--- src/common/dacdb_map.svh ---
// Purpose: Constants for the double-buffered converter load port
// Assumes: Two address inputs select four write locations
// Notes:   Codes are 14-bit unsigned
`ifndef DACDB_MAP_SVH
`define DACDB_MAP_SVH
`define DACDB_CODE_W    14
`define DACDB_UPPER_W   6
`define DACDB_LANE_W    8
`define DACDB_LOC_DIRECT 2'h0
`define DACDB_LOC_UPPER  2'h1
`define DACDB_LOC_LOWER  2'h2
`define DACDB_LOC_XFER   2'h3
`define DACDB_CODE_RST   14'h0000
`define DACDB_CODE_MAX   14'h3fff
`define DACDB_BIP_ZERO   14'h2000
`endif

--- src/common/dacdb_pkg.sv ---
// Purpose: Types for the double-buffered converter load port
// Assumes: Constants come from dacdb_map.svh
// Notes:   Location codes follow the two address inputs
`include "dacdb_map.svh"
package dacdb_pkg;
  typedef enum logic [1:0]
  {
    dacdb_direct_t_v = `DACDB_LOC_DIRECT,
    dacdb_upper_t_v  = `DACDB_LOC_UPPER,
    dacdb_lower_t_v  = `DACDB_LOC_LOWER,
    dacdb_xfer_t_v   = `DACDB_LOC_XFER
  } dacdb_loc_t;
  typedef logic [`DACDB_CODE_W-1:0] dacdb_code_t;
endpackage

--- src/logic/dacdb_loader.sv ---
// Purpose: Host write port with two input registers and a converter register
// Assumes: Strobes arrive asynchronously and are sampled on mclk
// Notes:   Capture happens when the write pulse ends, using data held one sample earlier
//          Pulses shorter than two mclk periods may be lost; hosts must stretch strobes
//          Address and byte are taken only while stages two and three agree on them
// Functional notes
// [RULE_01] The port decodes four write locations from its two address inputs, three used normally.
// [RULE_02] The host writes the upper six code bits, right-justified, to location one.
// [RULE_03] The host writes the lower eight code bits to location two.
// [RULE_04] A write to location three copies both input registers into the converter register.
// [RULE_05] Only eight data lines connect; a code takes two byte writes and a transfer write.
// [RULE_06] Any unsigned code from zero to the 14-bit maximum is accepted.
// [RULE_07] A host splitting a word may send the high and low bytes in either order.
// [RULE_08] In bipolar use the code is offset binary, top bit alone meaning zero output.
// [RULE_09] Nothing changes unless chip select and write strobe are both low.
// [RULE_10] A write to location zero loads all registers transparently from the byte.
// [RULE_11] The six low data lines carry bits 13..8 for the upper register, else bits 5..0.
// [RULE_12] Input registers hold their contents between writes, so byte order is free.
// [RULE_13] Registers capture at the end of the write pulse with data stable then.
`timescale 1ns/1ns
`include "dacdb_map.svh"
module dacdb_loader
(
  // Clock and reset
  input  wire logic                     mclk,
  input  wire logic                     reset,
  // Host pins
  input  wire logic                     chip_sel_n,
  input  wire logic                     write_n,
  input  wire logic                     addr_bit_high,
  input  wire logic                     addr_bit_low,
  input  wire logic [`DACDB_LANE_W-1:0] byte_lane,
  // Converter side
  output logic [`DACDB_CODE_W-1:0]      dac_code,
  output logic                          bipolar_zero
);
  localparam int PW = 2 + 2 + `DACDB_LANE_W;

  // Three-stage synchroniser on all pins; second and third must agree
  // All pins share one pipeline so strobe, address and byte stay aligned in time
  logic [PW-1:0] sync1_reg;
  logic [PW-1:0] sync2_reg;
  logic [PW-1:0] sync3_reg;
  logic [PW-1:0] pin_bus;
  assign pin_bus = {chip_sel_n, write_n, addr_bit_high, addr_bit_low, byte_lane};
  always_ff @(posedge mclk or posedge reset)
  begin
    if (reset)
    begin
      sync1_reg <= {2'h3, {(PW-2){1'b0}}};
      sync2_reg <= {2'h3, {(PW-2){1'b0}}};
      sync3_reg <= {2'h3, {(PW-2){1'b0}}};
    end
    else
    begin
      sync1_reg <= pin_bus;
      sync2_reg <= sync1_reg;
      sync3_reg <= sync2_reg;
    end
  end

  // Filtered active level: updates only when stages two and three agree
  logic                     active_reg;
  logic [1:0]               loc_reg;
  logic [`DACDB_LANE_W-1:0] data_reg;
  wire  sel_agree  = (sync2_reg[PW-1:PW-2] == sync3_reg[PW-1:PW-2]);
  wire  both_low   = ~sync3_reg[PW-1] & ~sync3_reg[PW-2]; // RULE_09
  // Address and byte count only once stages two and three hold the same value
  wire  lane_agree = (sync2_reg[PW-3:0] == sync3_reg[PW-3:0]);
  always_ff @(posedge mclk or posedge reset)
  begin
    if (reset)
    begin
      active_reg <= 1'b0;
      loc_reg    <= 2'h0;
      data_reg   <= 8'h00;
    end
    else if (sel_agree)
    begin
      active_reg <= both_low;
      // Address and data follow while the pulse is low, freeze at its end
      if (both_low && lane_agree)
      begin
        loc_reg  <= sync3_reg[PW-3:PW-4];
        data_reg <= sync3_reg[`DACDB_LANE_W-1:0];
      end
    end
  end

  // End of write pulse: the held address and byte are captured now
  wire  write_end = active_reg & sel_agree & ~both_low; // RULE_13
  dacdb_pkg::dacdb_loc_t loc;
  assign loc = dacdb_pkg::dacdb_loc_t'(loc_reg); // RULE_01
  wire  ld_direct = write_end & (loc == dacdb_pkg::dacdb_direct_t_v);
  wire  ld_upper  = write_end & (loc == dacdb_pkg::dacdb_upper_t_v) | ld_direct;
  wire  ld_lower  = write_end & (loc == dacdb_pkg::dacdb_lower_t_v) | ld_direct;
  wire  ld_xfer   = write_end & (loc == dacdb_pkg::dacdb_xfer_t_v);

  // Input registers and converter register
  logic [`DACDB_UPPER_W-1:0] upper_reg;
  logic [`DACDB_LANE_W-1:0]  lower_reg;
  logic [`DACDB_CODE_W-1:0]  code_reg;
  // Low six lines feed bits 13..8 for the upper register
  wire  [`DACDB_UPPER_W-1:0] upper_next = data_reg[`DACDB_UPPER_W-1:0]; // RULE_11
  // Direct load: upper bits take the same low six lines, so 00 or ff gives zero or full scale
  wire  [`DACDB_CODE_W-1:0]  direct_next = {upper_next, data_reg}; // RULE_10
  always_ff @(posedge mclk or posedge reset)
  begin
    if (reset)
    begin
      upper_reg <= 6'h00;
      lower_reg <= 8'h00;
      code_reg  <= `DACDB_CODE_RST;
    end
    else
    begin
      // Each input register holds until addressed again
      if (ld_upper)
        upper_reg <= upper_next; // RULE_12
      if (ld_lower)
        lower_reg <= data_reg; // RULE_05
      if (ld_direct)
        code_reg <= direct_next; // RULE_10
      else if (ld_xfer)
        code_reg <= {upper_reg, lower_reg}; // RULE_04 RULE_06
    end
  end

  assign dac_code     = code_reg;
  // Flag the offset binary midpoint, useful when trimming bipolar zero
  assign bipolar_zero = (code_reg == `DACDB_BIP_ZERO); // RULE_08

  // Assertions
  // Transfer copies the two input registers as they stood before the edge
  property p_xfer;
    @(posedge mclk) disable iff (reset)
      ld_xfer |=> dac_code == {$past(upper_reg), $past(lower_reg)};
  endproperty
  a_xfer: assert property (p_xfer) else $error("Transfer did not load code"); // RULE_04

  // Nothing moves unless a pulse has just ended
  property p_hold;
    @(posedge mclk) disable iff (reset)
      !write_end |=> $stable(dac_code) && $stable(upper_reg) && $stable(lower_reg);
  endproperty
  a_hold: assert property (p_hold) else $error("Register changed without write end"); // RULE_09

  // Upper load takes the low six lines and leaves the output alone
  property p_upper;
    @(posedge mclk) disable iff (reset)
      write_end && loc_reg == 2'h1 |=> upper_reg == $past(upper_next) && $stable(dac_code);
  endproperty
  a_upper: assert property (p_upper) else $error("Upper load wrong"); // RULE_11

  // Lower load takes the whole byte and leaves the upper register alone
  property p_lower;
    @(posedge mclk) disable iff (reset)
      write_end && loc_reg == 2'h2 |=> lower_reg == $past(data_reg) && $stable(upper_reg);
  endproperty
  a_lower: assert property (p_lower) else $error("Lower load wrong"); // RULE_03

  // Direct load sets the whole output from one byte
  property p_direct;
    @(posedge mclk) disable iff (reset)
      write_end && loc_reg == 2'h0 |=> dac_code == {$past(upper_next), $past(data_reg)};
  endproperty
  a_direct: assert property (p_direct) else $error("Direct load wrong"); // RULE_10

  // A pulse end needs a pulse that was already seen low a cycle earlier
  property p_end;
    @(posedge mclk) disable iff (reset)
      write_end |-> $past(active_reg);
  endproperty
  a_end: assert property (p_end) else $error("Capture outside pulse end"); // RULE_13

  // The largest code passes a transfer without losing a bit
  property p_range;
    @(posedge mclk) disable iff (reset)
      ld_xfer && upper_reg == 6'h3f && lower_reg == 8'hff |=> dac_code == `DACDB_CODE_MAX;
  endproperty
  a_range: assert property (p_range) else $error("Code out of range"); // RULE_06

  // The flag is only raised at the offset binary midpoint
  property p_bip;
    @(posedge mclk) disable iff (reset)
      bipolar_zero |-> dac_code[13] && dac_code[12:0] == 13'h0000;
  endproperty
  a_bip: assert property (p_bip) else $error("Bipolar zero flag wrong"); // RULE_08

  // The midpoint pattern always raises the flag
  property p_bip_set;
    @(posedge mclk) disable iff (reset)
      dac_code[13] && dac_code[12:0] == 13'h0000 |-> bipolar_zero;
  endproperty
  a_bip_set: assert property (p_bip_set) else $error("Bipolar zero flag missing"); // RULE_08

  // Direct load is transparent through both input registers
  property p_direct_in;
    @(posedge mclk) disable iff (reset)
      ld_direct |=> upper_reg == $past(upper_next) && lower_reg == $past(data_reg);
  endproperty
  a_direct_in: assert property (p_direct_in) else $error("Direct load skipped inputs"); // RULE_10

  // Transfer leaves the input registers ready for a repeat
  property p_xfer_in;
    @(posedge mclk) disable iff (reset)
      ld_xfer |=> $stable(upper_reg) && $stable(lower_reg);
  endproperty
  a_xfer_in: assert property (p_xfer_in) else $error("Transfer disturbed inputs"); // RULE_12

  // A lower load never reaches the output on its own
  property p_lower_code;
    @(posedge mclk) disable iff (reset)
      write_end && loc_reg == 2'h2 |=> $stable(dac_code);
  endproperty
  a_lower_code: assert property (p_lower_code) else $error("Lower load moved output"); // RULE_12

  // Each pulse gives exactly one capture strobe
  property p_one_shot;
    @(posedge mclk) disable iff (reset)
      write_end |=> !write_end;
  endproperty
  a_one_shot: assert property (p_one_shot) else $error("Capture strobe repeated"); // RULE_13

  // Main scenarios
  c_xfer:   cover property (@(posedge mclk) disable iff (reset) ld_xfer);
  c_direct: cover property (@(posedge mclk) disable iff (reset) ld_direct);
  c_seq:    cover property (@(posedge mclk) disable iff (reset) ld_upper ##[1:200] ld_xfer);
  c_lower:  cover property (@(posedge mclk) disable iff (reset) ld_lower && !ld_direct);
  c_bip:    cover property (@(posedge mclk) disable iff (reset) $rose(bipolar_zero));
endmodule

--- config.mk ---
export PLATFORM = sky130hd
export DESIGN_NAME = dacdb_loader
export DESIGN_NICKNAME = d
export VERILOG_FILES = /design/src/common/dacdb_pkg.sv /design/src/logic/dacdb_loader.sv
export VERILOG_INCLUDE_DIRS = /design/src /design/src/common
export SDC_FILE = /design/constraint.sdc
export NUM_CORES = 1
export LEC_CHECK = 0
export ABC_AREA = 1
export BUFFER_PORTS_ARGS = -buffer_cell sky130_fd_sc_hd__buf_4
export CAP_MARGIN = 20
export CORE_UTILIZATION = 25
export CTS_CLUSTER_SIZE = 16
export DETAILED_ROUTE_END_ITERATION = 10
export GPL_ROUTABILITY_DRIVEN = 0
export GPL_TIMING_DRIVEN = 0
export HOLD_SLACK_MARGIN = 0.1
export PLACE_DENSITY = 0.38
export SYNTH_ARGS = -nofsm -noshare
export SYNTH_HDL_FRONTEND = slang
export SYNTH_SLANG_ARGS = --single-unit
--- constraint.sdc ---
create_clock -name mclk -period 4.5 [get_ports mclk]
set_input_delay 0.225 -clock mclk [delete_from_list [all_inputs] [get_ports mclk]]
set_output_delay 0.225 -clock mclk [all_outputs]
set_load 0.05 [all_outputs]
==> results by group, run 1 <==
Outcome
  – Status: completed

STA
  – PnR worst setup slack: roughly 2.7 ns
  – Slew Limit Headroom: 0.7038
  – Pins Over Slew Limit: 0
  – Worst Skew: around 0.0046 ns
  – Final period util: 0.4077
  – Final hold violations: 0
  – Minimum clock period after layout: 1.835 ns
  – Setup TNS: 0 ns
  – Setup violators final: 0
  – Max Fclk: roughly 0.55 GHz
  – Worst-Margin Slew: ~0.44 ns
  – RSZ-0062 raised after global routing: no

Global routing
  – Number of global-route vias before repair: approximately 2100
  – Antenna violations before repair: 0
  – Remaining global-route overflow: 0
  – First-pass GRT wire length: roughly 11000 µm
  – Largest net degree at the start of global routing: around 50
  – All-Layer GR Usage: 0.1116

Floorplan
  – Top-level port count: 29
  – Die X-Extent: 110.5 µm
  – Starting Density: 0.2568
  – DIE AREA: about 0.012 mm²
  – Core area: approximately 0.011 mm²
  – DIE HEIGHT: between 100 and 150 µm
  – # rows: 39

Synth
  – Top post-synthesis cells by area: dfrtp_1, nand2_1, dfstp_2
  – Mapped Cells: ~320
  – Synth cell types: 22
  – Top-area cell type share of the netlist area: 0.5862
  – YS warnings: 0
  – Register bit count reported by yosys: 75
  – Synth Area per Inst: 9.091 µm²
  – Syn_nets: roughly 340
  – Post-synth design cell area: between 0.002 and 0.003 mm²
  – Seq/Total Area, Yosys: 0.6398
  – Synth area leader: dfrtp_1

Detailed routing
  – Drt first pass iters: 4
  – DR WL/cell: approximately 12 µm
  – Initial DRC count: between 80 and 90
  – Post-Route WL: a little over 6000 µm
  – Vias: roughly 2100
  – DR WL met2: 2902 µm
  – Met3 routed WL: 208 µm
  – Top sig layer: met4
  – Metal1 wirelength: about 2900 µm
  – Final ANT Viol Nets: 0
  – Vias per std cell: 4.072
  – Residual DRC: 0

Finish
  – Most frequent cells in the layout: nand2_1, dfrtp_1, buf_4, inv_1, o21ai_1
  – ANT cells: 0
  – Area Growth Syn to Fin: 28.97%
  – Layout cell share with drive strength beyond 1: 0.1911
  – # nets final: ~400
  – Commonest non-fill, non-tap cell in the layout: nand2_1
  – Post-Layout Cell Count: between 500 and 600
  – Number of flip-flops in the largest register: 14

Worst setup path
  – Data arrival, critical path: between 2 and 2.5 ns
  – Crit-path max FO: 10
  – Worst path slowest cell: dfrtp_1
  – Setup crit end kind: register
  – CP bufs+invs: 2
  – CP Class: reg2reg
  – Crit path cell chain: buf_2 > nor2_2 > nand4_1 > buf_2 > nand2_1 > nand2_1 > nand2_1 > nand2_1
  – Crit path required time: 4.72 ns
  – Crit path max-delay family: simple AND/OR/NAND/NOR gates
  – Max incr delay on CP: approximately 0.35 ns
  – Most used cell, CP: nand2_1
  – CP Launch Type: register

Place
  – Setup WS pre-CTS: approximately 2.7 ns
  – Detailed placement HPWL: between 4000 and 5000 µm
  – PortBufs: 28
  – Placed insts: 496

Power
  – Max VDD drop: between 200 and 250 µV
  – P per Cell Area: roughly 400 mW/mm²
  – Lkg Pwr: about 2.0 nW

Clocking
  – Clk buf depth: 2
  – Post_cts resized: 0
  – TritonCTS Sinks: 75
  – Worst-Skew Late Latency: 0.33 ns
  – Root Buffer: clkbuf_16
  – CTS buffer count: 9
  – Clock-pin transition on the worst setup and hold timing paths: about 0.06 ns
  – Clock H-tree levels: 3
  – CTS tree: done

Flow run
  – Maxcap violations: 0

Min path
  – Worst hold path class: reg2reg
[routing by layer]
layer	up-vias	global-route usage
li1	1112	-
met1	982	0.1385
met2	37	0.1814
met3	7	0.03128
met4	0	0.04800
met5	-	0
[worst register-to-register path, cell delays in order (launching register included)]
cell and delay [ns]:
dfrtp_1 0.35, buf_2 0.20, nor2_2 0.34, nand4_1 0.30, buf_2 0.28, nand2_1 0.08
nand2_1 0.07, nand2_1 0.08, nand2_1 0.05
[synthesized netlist by cell type, drive strengths merged]
cell / instances
o21ai: 16
clkbuf: 1
buf: 9
nor3: 1
nand3: 12
dfrtp: 69
nand4: 9
nor2: 16
xnor2: 2
or2: 2
dfstp: 6
nor4: 2
inv: 24
nand2: 155
[kinds of logic after synthesis]
logic type	count (synthesis)	share of synthesized area
and+or+nand+nor	197	0.2778
xor gates and xnor gates	2	0.005948
AOI/OAI and AO/OA	16	0.02719
buffers and inverters	34	0.04927
DFF	75	0.6398
[through the flow]
stage / total power, mW / hold slack, ns / area, µm² / util
after floorplan: 0.7697 / 0.2295 / 2945 / -
after global placement: 0.7970 / 0.3312 / 3334 / 0.2908
after detailed placement: 0.8013 / 0.2428 / 3364 / 0.2934
after CTS: 1.555 / 0.3493 / 3799 / 0.3313
after global routing: 1.593 / 0.3517 / 3799 / 0.3313
final: 1.523 / 0.3459 / 3799 / 0.3313
[final cells by class]
| cell class | instances | area [µm²] |
|---|---|---|
| Multi-Input combinational cell | 215 | 915.9 |
| Clock buffer | 11 | 242.7 |
| Fill cell | 1199 | 7669 |
| Buffer | 10 | 55.05 |
| Timing Repair Buffer | 42 | 367.9 |
| Tap cell | 143 | 178.9 |
| Clock inverter | 5 | 61.31 |
| Inverter | 24 | 92.59 |
| Sequential cell | 75 | 1884 |
[final timing paths]
| kind | from | cells past startpoint | slack, ns | end |
|---|---|---|---|---|
| worst max register to register | loc[1] | 8 | 2.67 | dac_code[3] |
| min in group asynchronous | reset | 3 | 0.44 | sync2_reg[3] |
| max in group asynchronous | reset | 4 | 3.46 | sync3_reg[10] |
| worst min register to register | sync1_reg[8] | 0 | 0.35 | sync2_reg[8] |
| worst min-delay path | sync1_reg[8] | 0 | 0.35 | sync2_reg[8] |
| worst max-delay path | loc[1] | 8 | 2.67 | dac_code[3] |
[what timing repair did]
action	CTS	global route
hold buffers	13	0
hold endpoints to repair	39	0
buffers inserted	0	0
endpoints found under the setup margin	0	0
[report_power, final]
group          switching [mW]  internal, mW  total, mW
clock network           0.281         0.446      0.728
logic                  0.0525        0.0334     0.0860
registers              0.0118         0.697      0.709
No activity file was read; power rests on OpenSTA's default activity.
==> run 2: changes to the inputs <==
--- a/config.mk
+++ b/config.mk
@@ -6,7 +6,7 @@
 export SDC_FILE = /design/constraint.sdc
 export NUM_CORES = 1
 export LEC_CHECK = 0
-export ABC_AREA = 1
+export ABC_AREA = 0
 export BUFFER_PORTS_ARGS = -buffer_cell sky130_fd_sc_hd__buf_4
 export CAP_MARGIN = 20
 export CORE_UTILIZATION = 25
==> constraint.sdc (replaced) <==
create_clock -name mclk -period 1.8 [get_ports mclk]
set_input_delay 0.09 -clock mclk [delete_from_list [all_inputs] [get_ports mclk]]
set_output_delay 0.09 -clock mclk [all_outputs]
set_load 0.05 [all_outputs]
==> results by group, run 2 <==
Synth
  – Post-synth EDFFs: 0
  – Post-synth ARST share: 1.000
  – Synth area leader: dfrtp_1
  – Synth cell types: 34
  – Most frequently used flop master after synthesis: dfrtp_1
  – YS warnings: 0
  – Most frequent cell after synthesis: dfrtp_1
  – Post-synth top cells: dfrtp_1, mux2_2, a21oi_1
  – Top post-synthesis cells by area: dfrtp_1, mux2_2, dfstp_2
  – Synth Area per Inst: roughly 14 µm²
  – Register bit count reported by yosys: 75
  – Post-synth design cell area: approximately 0.0028 mm²
  – Top-area cell type share of the netlist area: 0.6172
  – Seq/Total Area, Yosys: 0.6735
  – Syn_nets: ~220
  – Mapped Cells: slightly above 200

STA
  – Final hold violations: 0
  – Setup violators final: 0
  – Worst-Margin Slew: 0.8148 ns
  – Pins Over Slew Limit: 0
  – Final period util: 0.9751
  – Slew Limit Headroom: 0.4556
  – Minimum clock period after layout: between 1.5 and 2 ns
  – RSZ-0062 raised after global routing: yes
  – Max Fclk: about 0.57 GHz
  – Worst Skew: roughly 0.0085 ns
  – Setup TNS: 0 ns
  – WHS: between 0.3 and 0.4 ns

Worst setup path
  – R2r endpoint: dac_code[5]
  – Setup crit end kind: register
  – Crit-path max FO: 6
  – Data arrival, critical path: 1.98 ns
  – Reg2reg setup slack: between 0.04 and 0.05 ns
  – Reg2reg start: sync2_reg[11]
  – Crit path required time: around 2 ns
  – CP Launch Type: register
  – CP Class: reg2reg
  – FF-to-FF path depth: 5

Finish
  – Final Core Density: 0.3495
  – Layout cell share with drive strength beyond 1: 0.4473
  – Most frequent cells in the layout: dfrtp_1, buf_4, mux2_2, nand2_1
  – Number of flip-flops in the largest register: 14
  – Area Growth Syn to Fin: 36.00%
  – ANT cells: 0
  – Commonest non-fill, non-tap cell in the layout: dfrtp_1
  – Final instance area: ~0.0038 mm²
  – Fill cells: 1080
  – # nets final: between 200 and 300

Min path
  – Min-Delay Path Depth: 0
  – Worst Hold End: sync2_reg[5]
  – Hold Crit Start: sync1_reg[5]
  – Worst hold path class: reg2reg

Global routing
  – GRT met3 Usage: 0.02542
  – All-Layer GR Usage: 0.1058
  – Largest net degree at the start of global routing: between 40 and 50
  – First-pass GRT wire length: ~9000 µm
  – Routing usage on met1: 0.1398
  – Antenna violations before repair: 0
  – Number of global-route vias before repair: between 1500 and 2000
  – M2 GR Usage: 0.1571
  – Remaining global-route overflow: 0
  – GRT Max-Usage Layer: met2

Detailed routing
  – Residual DRC: 0
  – Post-Route WL: about 5500 µm
  – Drt first pass iters: 4
  – DR WL/cell: about 13 µm
  – Vias per std cell: around 4.3
  – Final ANT Viol Nets: 0
  – Vias: approximately 1800
  – Initial DRC count: 66

Floorplan
  – Core area: 0.01089 mm²
  – DIE AREA: around 0.012 mm²
  – Top-level port count: 29
  – Die X-Extent: 107.8 µm
  – Starting Density: 0.2570
  – # rows: 38
  – DIE HEIGHT: roughly 110 µm

Clocking
  – CTS tree: done
  – Clk buf depth: 2
  – Clock H-tree levels: 3
  – Clock-pin transition on the worst setup and hold timing paths: ~0.08 ns
  – CTS buffer count: 9
  – Root Buffer: clkbuf_8
  – Worst-Skew Late Latency: ~0.34 ns
  – TritonCTS Sinks: 75

Power
  – Int Pwr: a little over 3 mW
  – Switch Pwr: 1.563 mW
  – Lkg Pwr: ~1.7 nW
  – P per Cell Area: 1228 mW/mm²
  – Combinational share of power: 0.254
  – Clock group share of total power: 0.303
  – Sw Ratio: 0.3345
  – Max VDD drop: 887.4 µV
  – PnR Total Power: ~4.7 mW
  – Reg power frac: 0.443

Flow run
  – Maxcap violations: 0

Outcome
  – Status: completed

Place
  – PortBufs: 28
  – Detailed placement HPWL: approximately 3600 µm
  – Dpl cell area: roughly 0.0032 mm²
## run 2: cell count changes in the layout (fill, tap and decap cells not counted), sizes merged, moves of 3 or more
| cell | previous run | this run |
|---|---|---|
| nand2 | 155 | 16 |
| mux2 | 0 | 24 |
| inv | 25 | 2 |
| a21oi | 0 | 18 |
| o21ai | 16 | 1 |
| buf | 38 | 47 |
| xnor2 | 2 | 11 |
| nand3 | 12 | 5 |
| nand4 | 9 | 2 |
| a31oi | 0 | 5 |
| nor2b | 0 | 5 |
| nor3 | 1 | 4 |
## run 2: what timing repair did
action	in CTS	in global routing
setup endpoints to repair	29	38
buffers inserted	13	3
hold endpoints to repair	40	0
pin swaps	5	17
resized for setup	10	20
hold buffers	13	0
## run 2: logic make-up after synthesis
group           synth area share
flops                     0.6735
xor+xnor                 0.03757
buf+inv                  0.02236
compound gates           0.05993
simple gates              0.1100
mux                      0.09660
## run 2: worst max path at each step
| stage | start | depth (start not counted) | endpoint |
|---|---|---|---|
| 2_1_floorplan | dac_code[1] | 2 | bipolar_zero |
| 3_3_place_gp | sync2_reg[10] | 4 | data_reg[5] |
| 3_5_place_dp | sync2_reg[10] | 4 | loc[1] |
| 4_1_cts | sync2_reg[11] | 6 | dac_code[12] |
| 5_1_grt | sync2_reg[10] | 5 | dac_code[12] |
| 6_report | sync2_reg[11] | 5 | dac_code[5] |
## run 2: final cells by class
class / count / area [µm²] / area share
sequential: 75 / 1887 / 0.4959
multi-input combinational: 121 / 978.4 / 0.2572
timing repair buffer: 58 / 500.5 / 0.1315
tap: 140 / 175.2 / 0.04604
clock buffer: 10 / 137.6 / 0.03617
clock inverter: 4 / 76.32 / 0.02006
buffer: 4 / 35.03 / 0.009207
inverter: 3 / 15.01 / 0.003946
## run 2: power groups by stage
stage / clock network (mW) / logic (mW) / registers [mW]
after floorplan: 0 / 0.262 / 2.52
after global placement: 0 / 1.06 / 2.08
after detailed placement: 0 / 1.07 / 2.09
after CTS: 1.48 / 1.16 / 2.06
after global routing: 1.54 / 1.25 / 2.10
final: 1.42 / 1.18 / 2.07
## run 2: critical path, stage by stage (launching register included)
cell	delay (ns)
dfstp_2	0.59
and4bb_2	0.30
a22o_4	0.30
nor2b_4	0.17
a21oi_2	0.19
a21oi_1	0.09
## run 2: metrics by stage
stage          cells  worst slack [ns]
4_1_cts          413         -0.009351
2_1_floorplan    205          -0.08732
5_1_grt          415          -0.03790
3_3_place_gp     373           -0.2658
6_report         415           0.04481
3_5_place_dp     374           -0.2671
## run 2: layer usage
layer | up-vias | wire [µm] | share of wire
met2 | 33 | 2564 | 0.46
met1 | 898 | 2658 | 0.48
met5 | - | 0 | 0
met3 | 11 | 171 | 0.031
li1 | 849 | - | -
met4 | 0 | 124 | 0.022
